==> src/bbs_defs.svh <==
// constants of the bring-up controller: offsets, fields, reset values, timing
`ifndef BBS_DEFS_SVH
`define BBS_DEFS_SVH
`define BBS_ADDR_SCR 8'h00
`define BBS_ADDR_MCR 8'h04
`define BBS_ADDR_DEC 8'h08
`define BBS_ADDR_ST0 8'h0c
`define BBS_ADDR_MASK0 8'h10
`define BBS_ADDR_ST1 8'h14
`define BBS_ADDR_MASK1 8'h18
`define BBS_ADDR_INTV 8'h1c
`define BBS_ADDR_STROBE 8'h20
`define BBS_ADDR_DEVADDR 8'h24
`define BBS_SCR_EVENT_RECEPTION_BIT 2
`define BBS_SCR_MAS 3
`define BBS_MCR_QO_LSB 4
`define BBS_MCR_MO_LSB 8
`define BBS_DEC_LINE 0
`define BBS_DEC_SLM 1
`define BBS_PIN_CLASS 16
`define BBS_MODE_RESET 3'h0
`define BBS_OFFS_RESET 4'h0
`define BBS_MASK0_RESET 2'h0
`define BBS_MASK1_RESET 4'h0
`define BBS_INTV_RESET 16'h0000
`define BBS_CLK_NS 20
`define BBS_STROBE_NS 100
`define BBS_STROBE_CYCLES ((`BBS_STROBE_NS + `BBS_CLK_NS - 1) / `BBS_CLK_NS)
`define BBS_STRAP_CYCLES 2'h3
`endif

==> src/bbs_pkg.sv <==
// types of the bring-up controller
`default_nettype none
package bbs_pkg;
    typedef enum logic [1:0] {IL_RESET, IL_CONFIG, IL_LOOPBACK, IL_FULL} bbs_level_t;
endpackage : bbs_pkg
`default_nettype wire

==> src/bbs_sup_if.sv <==
// link between the register block and the sink-time supervision timer
`timescale 1ns/1ps
`default_nettype none
interface bbs_sup_if;
    logic enable;
    logic [15:0] interval;
    logic tick;
    modport ctrl (output enable, output interval, input tick);
    modport timer (input enable, input interval, output tick);
endinterface : bbs_sup_if
`default_nettype wire

==> src/bbs_sink_timer.sv <==
// sink-time supervision interval timer
`timescale 1ns/1ps
`default_nettype none
module bbs_sink_timer (
    // clock and reset
    input wire logic clk,
    input wire logic reset_n,
    // control from the register block
    bbs_sup_if.timer sup
);
    logic [15:0] cnt_ff;
    logic [15:0] nxt_cnt;
    logic tick_ff;
    logic nxt_tick;

    // interval zero means off, so a half-configured node never floods memory
    always_comb begin
        nxt_cnt = 16'h0000;
        nxt_tick = 1'b0;
        if (sup.enable && sup.interval != 16'h0000) begin
            if (cnt_ff >= sup.interval - 16'h0001) begin
                nxt_tick = 1'b1;
            end else begin
                nxt_cnt = cnt_ff + 16'h0001;
            end
        end
    end

    always_ff @(posedge clk or negedge reset_n) begin
        if (!reset_n) begin
            cnt_ff <= 16'h0000;
            tick_ff <= 1'b0;
        end else begin
            cnt_ff <= nxt_cnt;
            tick_ff <= nxt_tick;
        end
    end

    assign sup.tick = tick_ff;
endmodule : bbs_sink_timer
`default_nettype wire

==> src/bbs_bringup.sv <==
// bring-up level controller with apb registers, strap, strobe and two irq lines
//
// Added by the designer: the placing of the registers and the APB interface to the registers.
`timescale 1ns/1ps
`default_nettype none
`include "bbs_defs.svh"
module bbs_bringup (
    // clock and reset
    input wire logic clk,
    input wire logic reset_n,
    // apb slave
    input wire logic psel,
    input wire logic penable,
    input wire logic pwrite,
    input wire logic [7:0] paddr,
    input wire logic [31:0] pwdata,
    output logic [31:0] prdata,
    output logic pready,
    output logic pslverr,
    // strap and status pins
    input wire logic classModePin,
    input wire logic [11:0] deviceAddrInputs,
    input wire logic [3:0] extIrqInputsN,
    // outputs to the host
    output logic irqLine0N,
    output logic irqLine1N,
    output logic strobeN,
    output logic class1Mode
);
    // ****************
    // pin synchronisers
    // ****************
    logic [16:0] s1_ff, s2_ff, s3_ff, pinVal_ff;
    logic [16:0] nxt_pinVal;
    // a bit changes only once the second and third stages agree
    always_comb nxt_pinVal = (s2_ff & s3_ff) | (pinVal_ff & (s2_ff | s3_ff));
    always_ff @(posedge clk or negedge reset_n) begin
        if (!reset_n) begin
            // irq pins reset to their idle high level, else reset looks like an irq
            s1_ff <= 17'h0f000;
            s2_ff <= 17'h0f000;
            s3_ff <= 17'h0f000;
            pinVal_ff <= 17'h0f000;
        end else begin
            s1_ff <= {classModePin, extIrqInputsN, deviceAddrInputs};
            s2_ff <= s1_ff;
            s3_ff <= s2_ff;
            pinVal_ff <= nxt_pinVal;
        end
    end

    // ****************
    // strap capture
    // ****************
    logic [1:0] strapCnt_ff, nxt_strapCnt;
    logic strapDone_ff, nxt_strapDone;
    logic class1_ff, nxt_class1;
    // the strap is caught once, after the filter has settled, never under reset
    always_comb begin
        nxt_strapCnt = strapCnt_ff;
        nxt_strapDone = strapDone_ff;
        nxt_class1 = class1_ff;
        if (!strapDone_ff) begin
            nxt_strapCnt = strapCnt_ff + 2'h1;
            if (strapCnt_ff == `BBS_STRAP_CYCLES) begin
                nxt_strapDone = 1'b1;
                nxt_class1 = !nxt_pinVal[`BBS_PIN_CLASS];
            end
        end
    end
    always_ff @(posedge clk or negedge reset_n) begin
        if (!reset_n) begin
            strapCnt_ff <= 2'h0;
            strapDone_ff <= 1'b0;
            class1_ff <= 1'b0;
        end else begin
            strapCnt_ff <= nxt_strapCnt;
            strapDone_ff <= nxt_strapDone;
            class1_ff <= nxt_class1;
        end
    end

    // ****************
    // registers
    // ****************
    bbs_pkg::bbs_level_t level_ff, nxt_level;
    logic event_reception_bit_ff, nxt_event_reception_bit, mas_ff, nxt_mas, lineSel_ff, nxt_lineSel, slm_ff, nxt_slm;
    logic [2:0] memMode_ff, nxt_memMode;
    logic [3:0] qOff_ff, nxt_qOff, fOff_ff, nxt_fOff;
    logic [1:0] st0_ff, nxt_st0, mask0_ff, nxt_mask0;
    logic [3:0] st1_ff, nxt_st1, mask1_ff, nxt_mask1;
    logic [15:0] interval_ff, nxt_interval;
    logic [2:0] strobeCnt_ff, nxt_strobeCnt;
    logic [31:0] prdata_ff, nxt_prdata, rdVal;
    logic pready_ff, nxt_pready, pslverr_ff, nxt_pslverr, rdErr;
    logic irq0N_ff, nxt_irq0N, irq1N_ff, nxt_irq1N, strobeN_ff, nxt_strobeN;
    logic wrEn, strobeFire;
    logic [7:0] effAddr;
    bbs_sup_if supBus ();

    // class 1 keeps only the upper eight address pins as the address
    assign effAddr = class1_ff ? pinVal_ff[11:4] : pinVal_ff[7:0];
    assign wrEn = psel && penable && pready_ff && pwrite;
    assign supBus.enable = (level_ff == bbs_pkg::IL_LOOPBACK) || (level_ff == bbs_pkg::IL_FULL);
    assign supBus.interval = interval_ff;

    always_comb begin
        rdErr = 1'b0;
        case (paddr)
            `BBS_ADDR_SCR: rdVal = {27'h0000000, class1_ff, mas_ff, event_reception_bit_ff, level_ff};
            `BBS_ADDR_MCR: rdVal = {20'h00000, fOff_ff, qOff_ff, 1'b0,
                                    class1_ff ? 3'h0 : memMode_ff};
            `BBS_ADDR_DEC: rdVal = {30'h00000000, slm_ff, lineSel_ff};
            `BBS_ADDR_ST0: rdVal = {30'h00000000, st0_ff};
            `BBS_ADDR_MASK0: rdVal = {30'h00000000, mask0_ff};
            `BBS_ADDR_ST1: rdVal = {28'h0000000, st1_ff};
            `BBS_ADDR_MASK1: rdVal = {28'h0000000, mask1_ff};
            `BBS_ADDR_INTV: rdVal = {16'h0000, interval_ff};
            `BBS_ADDR_STROBE: rdVal = {31'h00000000, !strobeN_ff};
            `BBS_ADDR_DEVADDR: rdVal = {12'h000, effAddr, pinVal_ff[11:0]};
            default: begin
                rdVal = 32'h00000000;
                rdErr = 1'b1;
            end
        endcase
    end

    always_comb begin
        nxt_level = level_ff;
        nxt_event_reception_bit = event_reception_bit_ff;
        nxt_mas = mas_ff;
        nxt_memMode = memMode_ff;
        nxt_qOff = qOff_ff;
        nxt_fOff = fOff_ff;
        nxt_lineSel = lineSel_ff;
        nxt_slm = slm_ff;
        nxt_mask0 = mask0_ff;
        nxt_mask1 = mask1_ff;
        nxt_interval = interval_ff;
        nxt_strobeCnt = (strobeCnt_ff != 3'h0) ? strobeCnt_ff - 3'h1 : 3'h0;
        strobeFire = 1'b0;
        // status: a set in the same cycle as a clear wins
        nxt_st0 = st0_ff;
        nxt_st1 = st1_ff;
        if (wrEn) begin
            case (paddr)
                `BBS_ADDR_SCR: begin
                    nxt_level = bbs_pkg::bbs_level_t'(pwdata[1:0]);
                    nxt_event_reception_bit = pwdata[`BBS_SCR_EVENT_RECEPTION_BIT];
                    nxt_mas = pwdata[`BBS_SCR_MAS];
                end
                `BBS_ADDR_MCR: begin
                    nxt_memMode = pwdata[2:0];
                    nxt_qOff = pwdata[`BBS_MCR_QO_LSB +: 4];
                    nxt_fOff = pwdata[`BBS_MCR_MO_LSB +: 4];
                end
                `BBS_ADDR_DEC: begin
                    nxt_lineSel = pwdata[`BBS_DEC_LINE];
                    nxt_slm = pwdata[`BBS_DEC_SLM];
                end
                `BBS_ADDR_ST0: nxt_st0 = st0_ff & ~pwdata[1:0];
                `BBS_ADDR_MASK0: nxt_mask0 = pwdata[1:0];
                `BBS_ADDR_ST1: nxt_st1 = st1_ff & ~pwdata[3:0];
                `BBS_ADDR_MASK1: nxt_mask1 = pwdata[3:0];
                `BBS_ADDR_INTV: nxt_interval = pwdata[15:0];
                `BBS_ADDR_STROBE: begin
                    // a retrigger during a pulse is dropped to keep the width fixed
                    if (pwdata[0] && strobeCnt_ff == 3'h0) begin
                        nxt_strobeCnt = 3'(`BBS_STROBE_CYCLES);
                        strobeFire = 1'b1;
                    end
                end
                default: nxt_st0 = st0_ff;
            endcase
        end
        nxt_st0 = nxt_st0 | {strobeFire, supBus.tick};
        nxt_st1 = nxt_st1 | ~pinVal_ff[15:12];
        // level zero pins everything but the level, status and strobe bits at reset values
        if (level_ff == bbs_pkg::IL_RESET) begin
            nxt_event_reception_bit = 1'b0;
            nxt_mas = 1'b0;
            nxt_memMode = `BBS_MODE_RESET;
            nxt_qOff = `BBS_OFFS_RESET;
            nxt_fOff = `BBS_OFFS_RESET;
            nxt_lineSel = 1'b0;
            nxt_slm = 1'b0;
            nxt_mask0 = `BBS_MASK0_RESET;
            nxt_mask1 = `BBS_MASK1_RESET;
            nxt_interval = `BBS_INTV_RESET;
        end
        nxt_strobeN = (nxt_strobeCnt == 3'h0);
        nxt_irq0N = !(|(st0_ff & mask0_ff));
        nxt_irq1N = !(|(st1_ff & mask1_ff));
        // one wait state; no answer before the strap has settled
        nxt_pready = psel && penable && !pready_ff && strapDone_ff;
        nxt_prdata = nxt_pready ? rdVal : prdata_ff;
        nxt_pslverr = nxt_pready && rdErr;
    end

    always_ff @(posedge clk or negedge reset_n) begin
        if (!reset_n) begin
            level_ff <= bbs_pkg::IL_RESET;
            memMode_ff <= `BBS_MODE_RESET;
            event_reception_bit_ff <= 1'b0;
            mas_ff <= 1'b0;
            qOff_ff <= `BBS_OFFS_RESET;
            fOff_ff <= `BBS_OFFS_RESET;
            lineSel_ff <= 1'b0;
            slm_ff <= 1'b0;
            st0_ff <= 2'h0;
            st1_ff <= 4'h0;
            mask0_ff <= `BBS_MASK0_RESET;
            mask1_ff <= `BBS_MASK1_RESET;
            interval_ff <= `BBS_INTV_RESET;
            strobeCnt_ff <= 3'h0;
            strobeN_ff <= 1'b1;
            irq0N_ff <= 1'b1;
            irq1N_ff <= 1'b1;
            prdata_ff <= 32'h00000000;
            pready_ff <= 1'b0;
            pslverr_ff <= 1'b0;
        end else begin
            level_ff <= nxt_level;
            memMode_ff <= nxt_memMode;
            event_reception_bit_ff <= nxt_event_reception_bit;
            mas_ff <= nxt_mas;
            qOff_ff <= nxt_qOff;
            fOff_ff <= nxt_fOff;
            lineSel_ff <= nxt_lineSel;
            slm_ff <= nxt_slm;
            st0_ff <= nxt_st0;
            st1_ff <= nxt_st1;
            mask0_ff <= nxt_mask0;
            mask1_ff <= nxt_mask1;
            interval_ff <= nxt_interval;
            strobeCnt_ff <= nxt_strobeCnt;
            strobeN_ff <= nxt_strobeN;
            irq0N_ff <= nxt_irq0N;
            irq1N_ff <= nxt_irq1N;
            prdata_ff <= nxt_prdata;
            pready_ff <= nxt_pready;
            pslverr_ff <= nxt_pslverr;
        end
    end

    bbs_sink_timer u_sink_timer (
        .clk(clk),
        .reset_n(reset_n),
        .sup(supBus.timer)
    );

    assign prdata = prdata_ff;
    assign pready = pready_ff;
    assign pslverr = pslverr_ff;
    assign irqLine0N = irq0N_ff;
    assign irqLine1N = irq1N_ff;
    assign strobeN = strobeN_ff;
    assign class1Mode = class1_ff;
endmodule : bbs_bringup
`default_nettype wire

==> config.mk <==
export PLATFORM = sky130hd
export DESIGN_NAME = bbs_bringup
export DESIGN_NICKNAME = d
export VERILOG_FILES = /design/src/bbs_pkg.sv /design/src/bbs_sup_if.sv /design/src/bbs_sink_timer.sv /design/src/bbs_bringup.sv
export VERILOG_INCLUDE_DIRS = /design/src
export SDC_FILE = /design/constraint.sdc
export NUM_CORES = 1
export LEC_CHECK = 0
export BUFFER_PORTS_ARGS = -buffer_cell sky130_fd_sc_hd__buf_2
export CORE_MARGIN = 2
export CORE_UTILIZATION = 50
export CTS_BUF_LIST = sky130_fd_sc_hd__clkbuf_8
export DETAILED_ROUTE_END_ITERATION = 10
export GPL_ROUTABILITY_DRIVEN = 0
export HOLD_SLACK_MARGIN = 0.1
export PLACE_DENSITY = 0.79
export REMOVE_ABC_BUFFERS = 1
export SLEW_MARGIN = 30
export SYNTH_ARGS = -nofsm -noshare
export SYNTH_HDL_FRONTEND = slang
export SYNTH_HIERARCHICAL = 1
export SYNTH_SLANG_ARGS = --single-unit
==> constraint.sdc <==
create_clock -name clk -period 4.9 [get_ports clk]
set_input_delay 0.245 -clock clk [delete_from_list [all_inputs] [get_ports clk]]
set_output_delay 0.245 -clock clk [all_outputs]
set_load 0.01 [all_outputs]
# Word-level counts from Yosys, hierarchy flattened
# Cells that the tools add are included.
[totals]
reg_bits = 174
input_bits = 62
out_inout_bits = 38
wordCells = 149
[op_classes]
addsub = 4
magnitude_cmp = 1
n_eq_ne = 12
n_mux = 51
bitwise_logic = 14
reduce_logical = 38
[ops]
columns = ["operator", "n"]
rows = [
  ["$pmux W20 S10", 1],
  ["$mux W16", 5],
  ["$mux W4", 11],
  ["$and A17 B17 Y17", 2],
  ["$or A17 B17 Y17", 2],
  ["$eq A8 B5 Y1 const B", 4],
  ["$mux W3", 8],
  ["$mux W1", 20],
  ["$add A16 B1 Y16 const B", 1],
  ["$eq A8 B4 Y1 const B", 2],
  ["$eq A8 B6 Y1 const B", 2],
  ["$ge A16 B16 Y1", 1],
  ["$reduce_and A2 Y1", 8],
  ["$reduce_bool A16 Y1", 1],
  ["$sub A16 B1 Y16 const B", 1],
  ["$reduce_bool A2 Y1", 7],
  ["$mux W2", 5],
  ["$reduce_or A10 Y1", 1],
  ["$and A4 B4 Y4", 2],
  ["$eq A8 B3 Y1 const B", 1],
  ["$logic_and A1 B1 Y1", 8],
  ["$logic_not A8 Y1", 1],
  ["$mux W8", 1],
  ["$not A4 Y4", 2],
  ["15 further kinds", 23],
]

# Depth between registers and ports, before layout
[logic_depth]
ltp_word = 6
mapped_depth = 13
ltp_nobuf = 11

# By module
# Netlist, hierarchy kept.
[by_module_without_submodules]
columns = ["mod", "instances", "cells_each", "area_each_um2", "seq_area_each_um2"]
rows = [
  ["bbs_bringup", 1, 460, 5766.8, 3652.3],
  ["bbs_sink_timer", 1, 154, 1448.9, 425.4],
]

# Least setup slack after synthesis
# Ideal clock, no wire load.
[synth_timing]
path_type = "register to register"
startpoint = "register interval_ff[7]"
endpoint = "register u_sink_timer.cnt_ff[7]"
setup_time_ns = 0.069
arrival_ns = 3.399
required_time_ns = 4.831
path_slack_ns = 1.432
stages_incl_launch_ff = 13
n_path_buf = 2
period_less_slack_ns = 3.468
cell_sequence = "dfrtp_1 > or3_4 > or4_4 > nor4b_1 > xnor2_1 > ha_1 > nand4_1 > nor2_1 > a311o_1 > or4_1 > buf_4 > buf_12 > nor2_4"
[synth_between]
elab_chain_cells = 4
elab_cells_between_ends = 6
cone_classes = "1 x add/sub; 1 x order compare; 2 x mux; 2 x reduce/logical"
[synth_lines]
columns = ["element", "line_no", "source"]
rows = [
  ["from (decl)", "bbs_bringup.sv:92", "logic [15:0] interval_ff, nxt_interval;"],
  ["from (signal assigned)", "bbs_bringup.sv:214", "interval_ff <= `BBS_INTV_RESET;"],
  ["from (signal assigned)", "bbs_bringup.sv:235", "interval_ff <= nxt_interval;"],
  ["$sub A16 B1 Y16", "bbs_sink_timer.sv:21", "if (cnt_ff >= sup.interval - 16'h0001) begin"],
  ["$ge A16 B16 Y1", "bbs_sink_timer.sv:21", ""],
  ["$mux W16", "bbs_sink_timer.sv:21", ""],
  ["$mux W16 (*)", "bbs_sink_timer.sv:20", "if (sup.enable && sup.interval != 16'h0000) begin"],
  ["net u_sink_timer.nxt_cnt[7]", "bbs_sink_timer.sv:12", "logic [15:0] nxt_cnt;"],
  ["to (signal assigned)", "bbs_sink_timer.sv:34", "cnt_ff <= nxt_cnt;"],
  ["to (decl)", "bbs_sink_timer.sv:11", "logic [15:0] cnt_ff;"],
]
# Mark *: on every way through the listed nets, which the timed path passes. The rest lies on a longest branch.
# A chain may end at the register's enable or synchronous reset.

# Final worst setup path
[layout_timing]
startpoint = "register interval_ff[6]"
endpoint = "register u_sink_timer.cnt_ff[3]"
# The elaborated chain is that of the path after synthesis.

==> out/metrics.yaml <==
synthesis:
  netlist_instances: 614
  seq_area_frac_synth_pct: 56.5
  synth.distinct_cells: 64
  synth-main-ff-cell: "dfrtp_1"
  yosysWarnings: 6
  synth.ff_latch_count: 162
  avgSynthCellArea_um2: 11.8
  synthArstFlopShare_pct: 100
  synth_area_um2: 7220
  synth_edf_count: 0
timing:
  setup_viol: 0
  fmax_mhz: 266
  fin_tns_setup_ns: 0
  layout_min_cycle_time_ns: 3.76
  fin_skew_ns: 0.0114
  fin_crit_sh_pct: 76.7
  worstMarginPinSlew_ns: 0.877
  finalHoldViolCount: 0
  grt_setup_unrepaired: "false"
  slew-limit-headroom_pct: 41.6
  slew_violations: 0
finish:
  final_nets: 800
  fill_cells: 1093
  insertedDiodeCount: 0
  final_common_cell: "dfrtp_1"
  fin_util_pct: 60.3
  final_cell_mix: "143 x dfrtp_1, 70 x buf_2, 64 x nor2_1"
  drive_gt1_share_pct: 21.9
  multi_input_area_um2: 2900
  regArea_um2: 4080
  synthToLayoutAreaGrowth_pct: 16.9
  fin_cells: 910
job:
  maxCapViolCount: 0
clocking:
  cts_resized: 0
  cts_sinks: 162
  cts_tree: "built"
  cts_buffers: 17
  clkLatencyLatePin_ns: 0.46
  root_buffer: "clkbuf_8"
  cts_buffer_depth: 2
  post-cts-setup-buffers: 0
  path_clk_slew_ns: 0.09
  h-tree-depth: 4
  holdBufCountCts: 32
global_routing:
  grt_pass1_vias: 5333
  grt_first_pass_wirelength_um: 26600
  grt_overflow_total: 0
  grt_usage_pct: 22.9
  grt_max_degree: 111
  grt_antenna_before_repair: 0
critical_path:
  crit_fanout: 16
  required_ns: 5.24
  crit_path_end_kind: "register"
  cp-start-kind: "register"
  arrival_ns: 4.10
  critPathKind: "register to register"
placement:
  port_buffers: 71
  placed_cells: 845
  dp_hpwl_um: 11400
detailed_routing:
  drt_iter0_drc: 462
  routed-via-count: 5243
  routed_wl_um: 16300
  ant_nets: 0
  drc: 0
  via_per_inst: 5.76
  wl_per_cell_um: 17.9
  dr.pass1.iters: 5
outcome:
  outcome: "finished clean"
power_and_ir_drop:
  finalPower_uw: 2620
  vdd_drop_max_uv: 250
  leakagePower_uw: 0.00385
  p_per_area_nw_per_um2: 310
die:
  dieArea_um2: 15400
  rows: 43
  fp.dieW_um: 124
  coreArea_um2: 14000
  die_y_um: 124
  start_util_pct: 51.6
  io_pins: 100
hold_path:
  hp-class: "primary input to register"
-- final cells by class --
cell class              instances  share of cell area [%]
multi-input cells             411                    34.4
well taps                     180                    2.67
repair buffers                109                    8.72
clock buffers                  19                    3.10
inverters                      16                   0.712
clock inverters                13                    2.03
flip-flops and latches        162                    48.3
-- critical path, cell delays in order, from the launching register on --
cell and delay [ns]:
dfrtp_1 0.45, or3_4 0.42, or4_4 0.44, nor4b_1 0.36
xnor2_1 0.11, ha_1 0.31, nand4_1 0.15, or2_2 0.35
a2111oi_1 0.44, or4_1 0.19, buf_4 0.30, nor2_1 0.10
-- power by group --
group,switching (uW),total [uW],internal (uW)
logic,89.7,152,62.7
clock network,506,1050,542
registers,31.9,1420,1380
total,628,2620,1990
-- metal layers --
layer | wire, um | global-route usage (%)
met1 | 6590 | 29.1
met5 | 0 | 0
met2 | 8050 | 37.1
met4 | 722 | 12.5
met3 | 945 | 4.58
-- state kept, by name, indices dropped and copies added (netlist names), 2 cells and up --
name,cells
prdata,20
pinVal_ff,17
s1_ff,17
s2_ff,17
s3_ff,17
interval_ff,16
u_sink_timer/cnt_ff,16
fOff_ff,4
mask1_ff,4
qOff_ff,4
st1_ff,4
memMode_ff,3
strobeCnt_ff,3
level_ff,2
mask0_ff,2
st0_ff,2
strapCnt_ff,2
-- final timing paths --
check | from | to | slack, ns | cells after the start
hold / removal | pwdata[1] | level_ff[1] | 0.15 | 2
hold reg to reg | s1_ff[0] | s2_ff[0] | 0.35 | 0
setup / recovery | interval_ff[6] | u_sink_timer/cnt_ff[3] | 1.14 | 11
min in group asynchronous | reset_n | lineSel_ff | 0.43 | 2
setup reg to reg | interval_ff[6] | u_sink_timer/cnt_ff[3] | 1.14 | 11
max in group asynchronous | reset_n | event_reception_bit_ff | 3.27 | 3
-- kinds of logic after synthesis --
| kind of cell | after synthesis | synth area share, % |
|---|---|---|
| adders and majority gates | 38 | 6.00 |
| muxes | 53 | 7.68 |
| and+or+nand+nor | 200 | 14.9 |
| AOI/OAI and AO/OA | 79 | 7.44 |
| buffers and inverters | 52 | 3.87 |
| xor gates and xnor gates | 29 | 3.52 |
| other | 1 | 0.0520 |
| DFF | 162 | 56.5 |
-- stage by stage --
stage	area [um2]	hold slack (ns)	setup WS, ns
6_report	8430	0.155	1.14
2_1_floorplan	7040	-0.0506	1.13
4_1_cts	8420	0.112	1.15
5_1_grt	8430	0.159	0.930
3_3_place_gp	7660	0.332	1.27
3_5_place_dp	7660	0.335	1.16
-- synth_stat cells, types with 11 or more instances --
master	instances	area (um2)
nor2_1	65	244
xor2_1	13	114
inv_1	15	56.3
nor3b_1	11	82.6
dfstp_2	19	499
maj3_1	17	170
clkbuf_1	14	52.6
nor3_1	11	55.1
nand2_1	44	165
buf_4	14	105
ha_1	21	263
o21ai_0	28	140
dfrtp_1	143	3580
xnor2_1	16	140
mux2i_1	43	430
(Power assumes the default switching activity.)
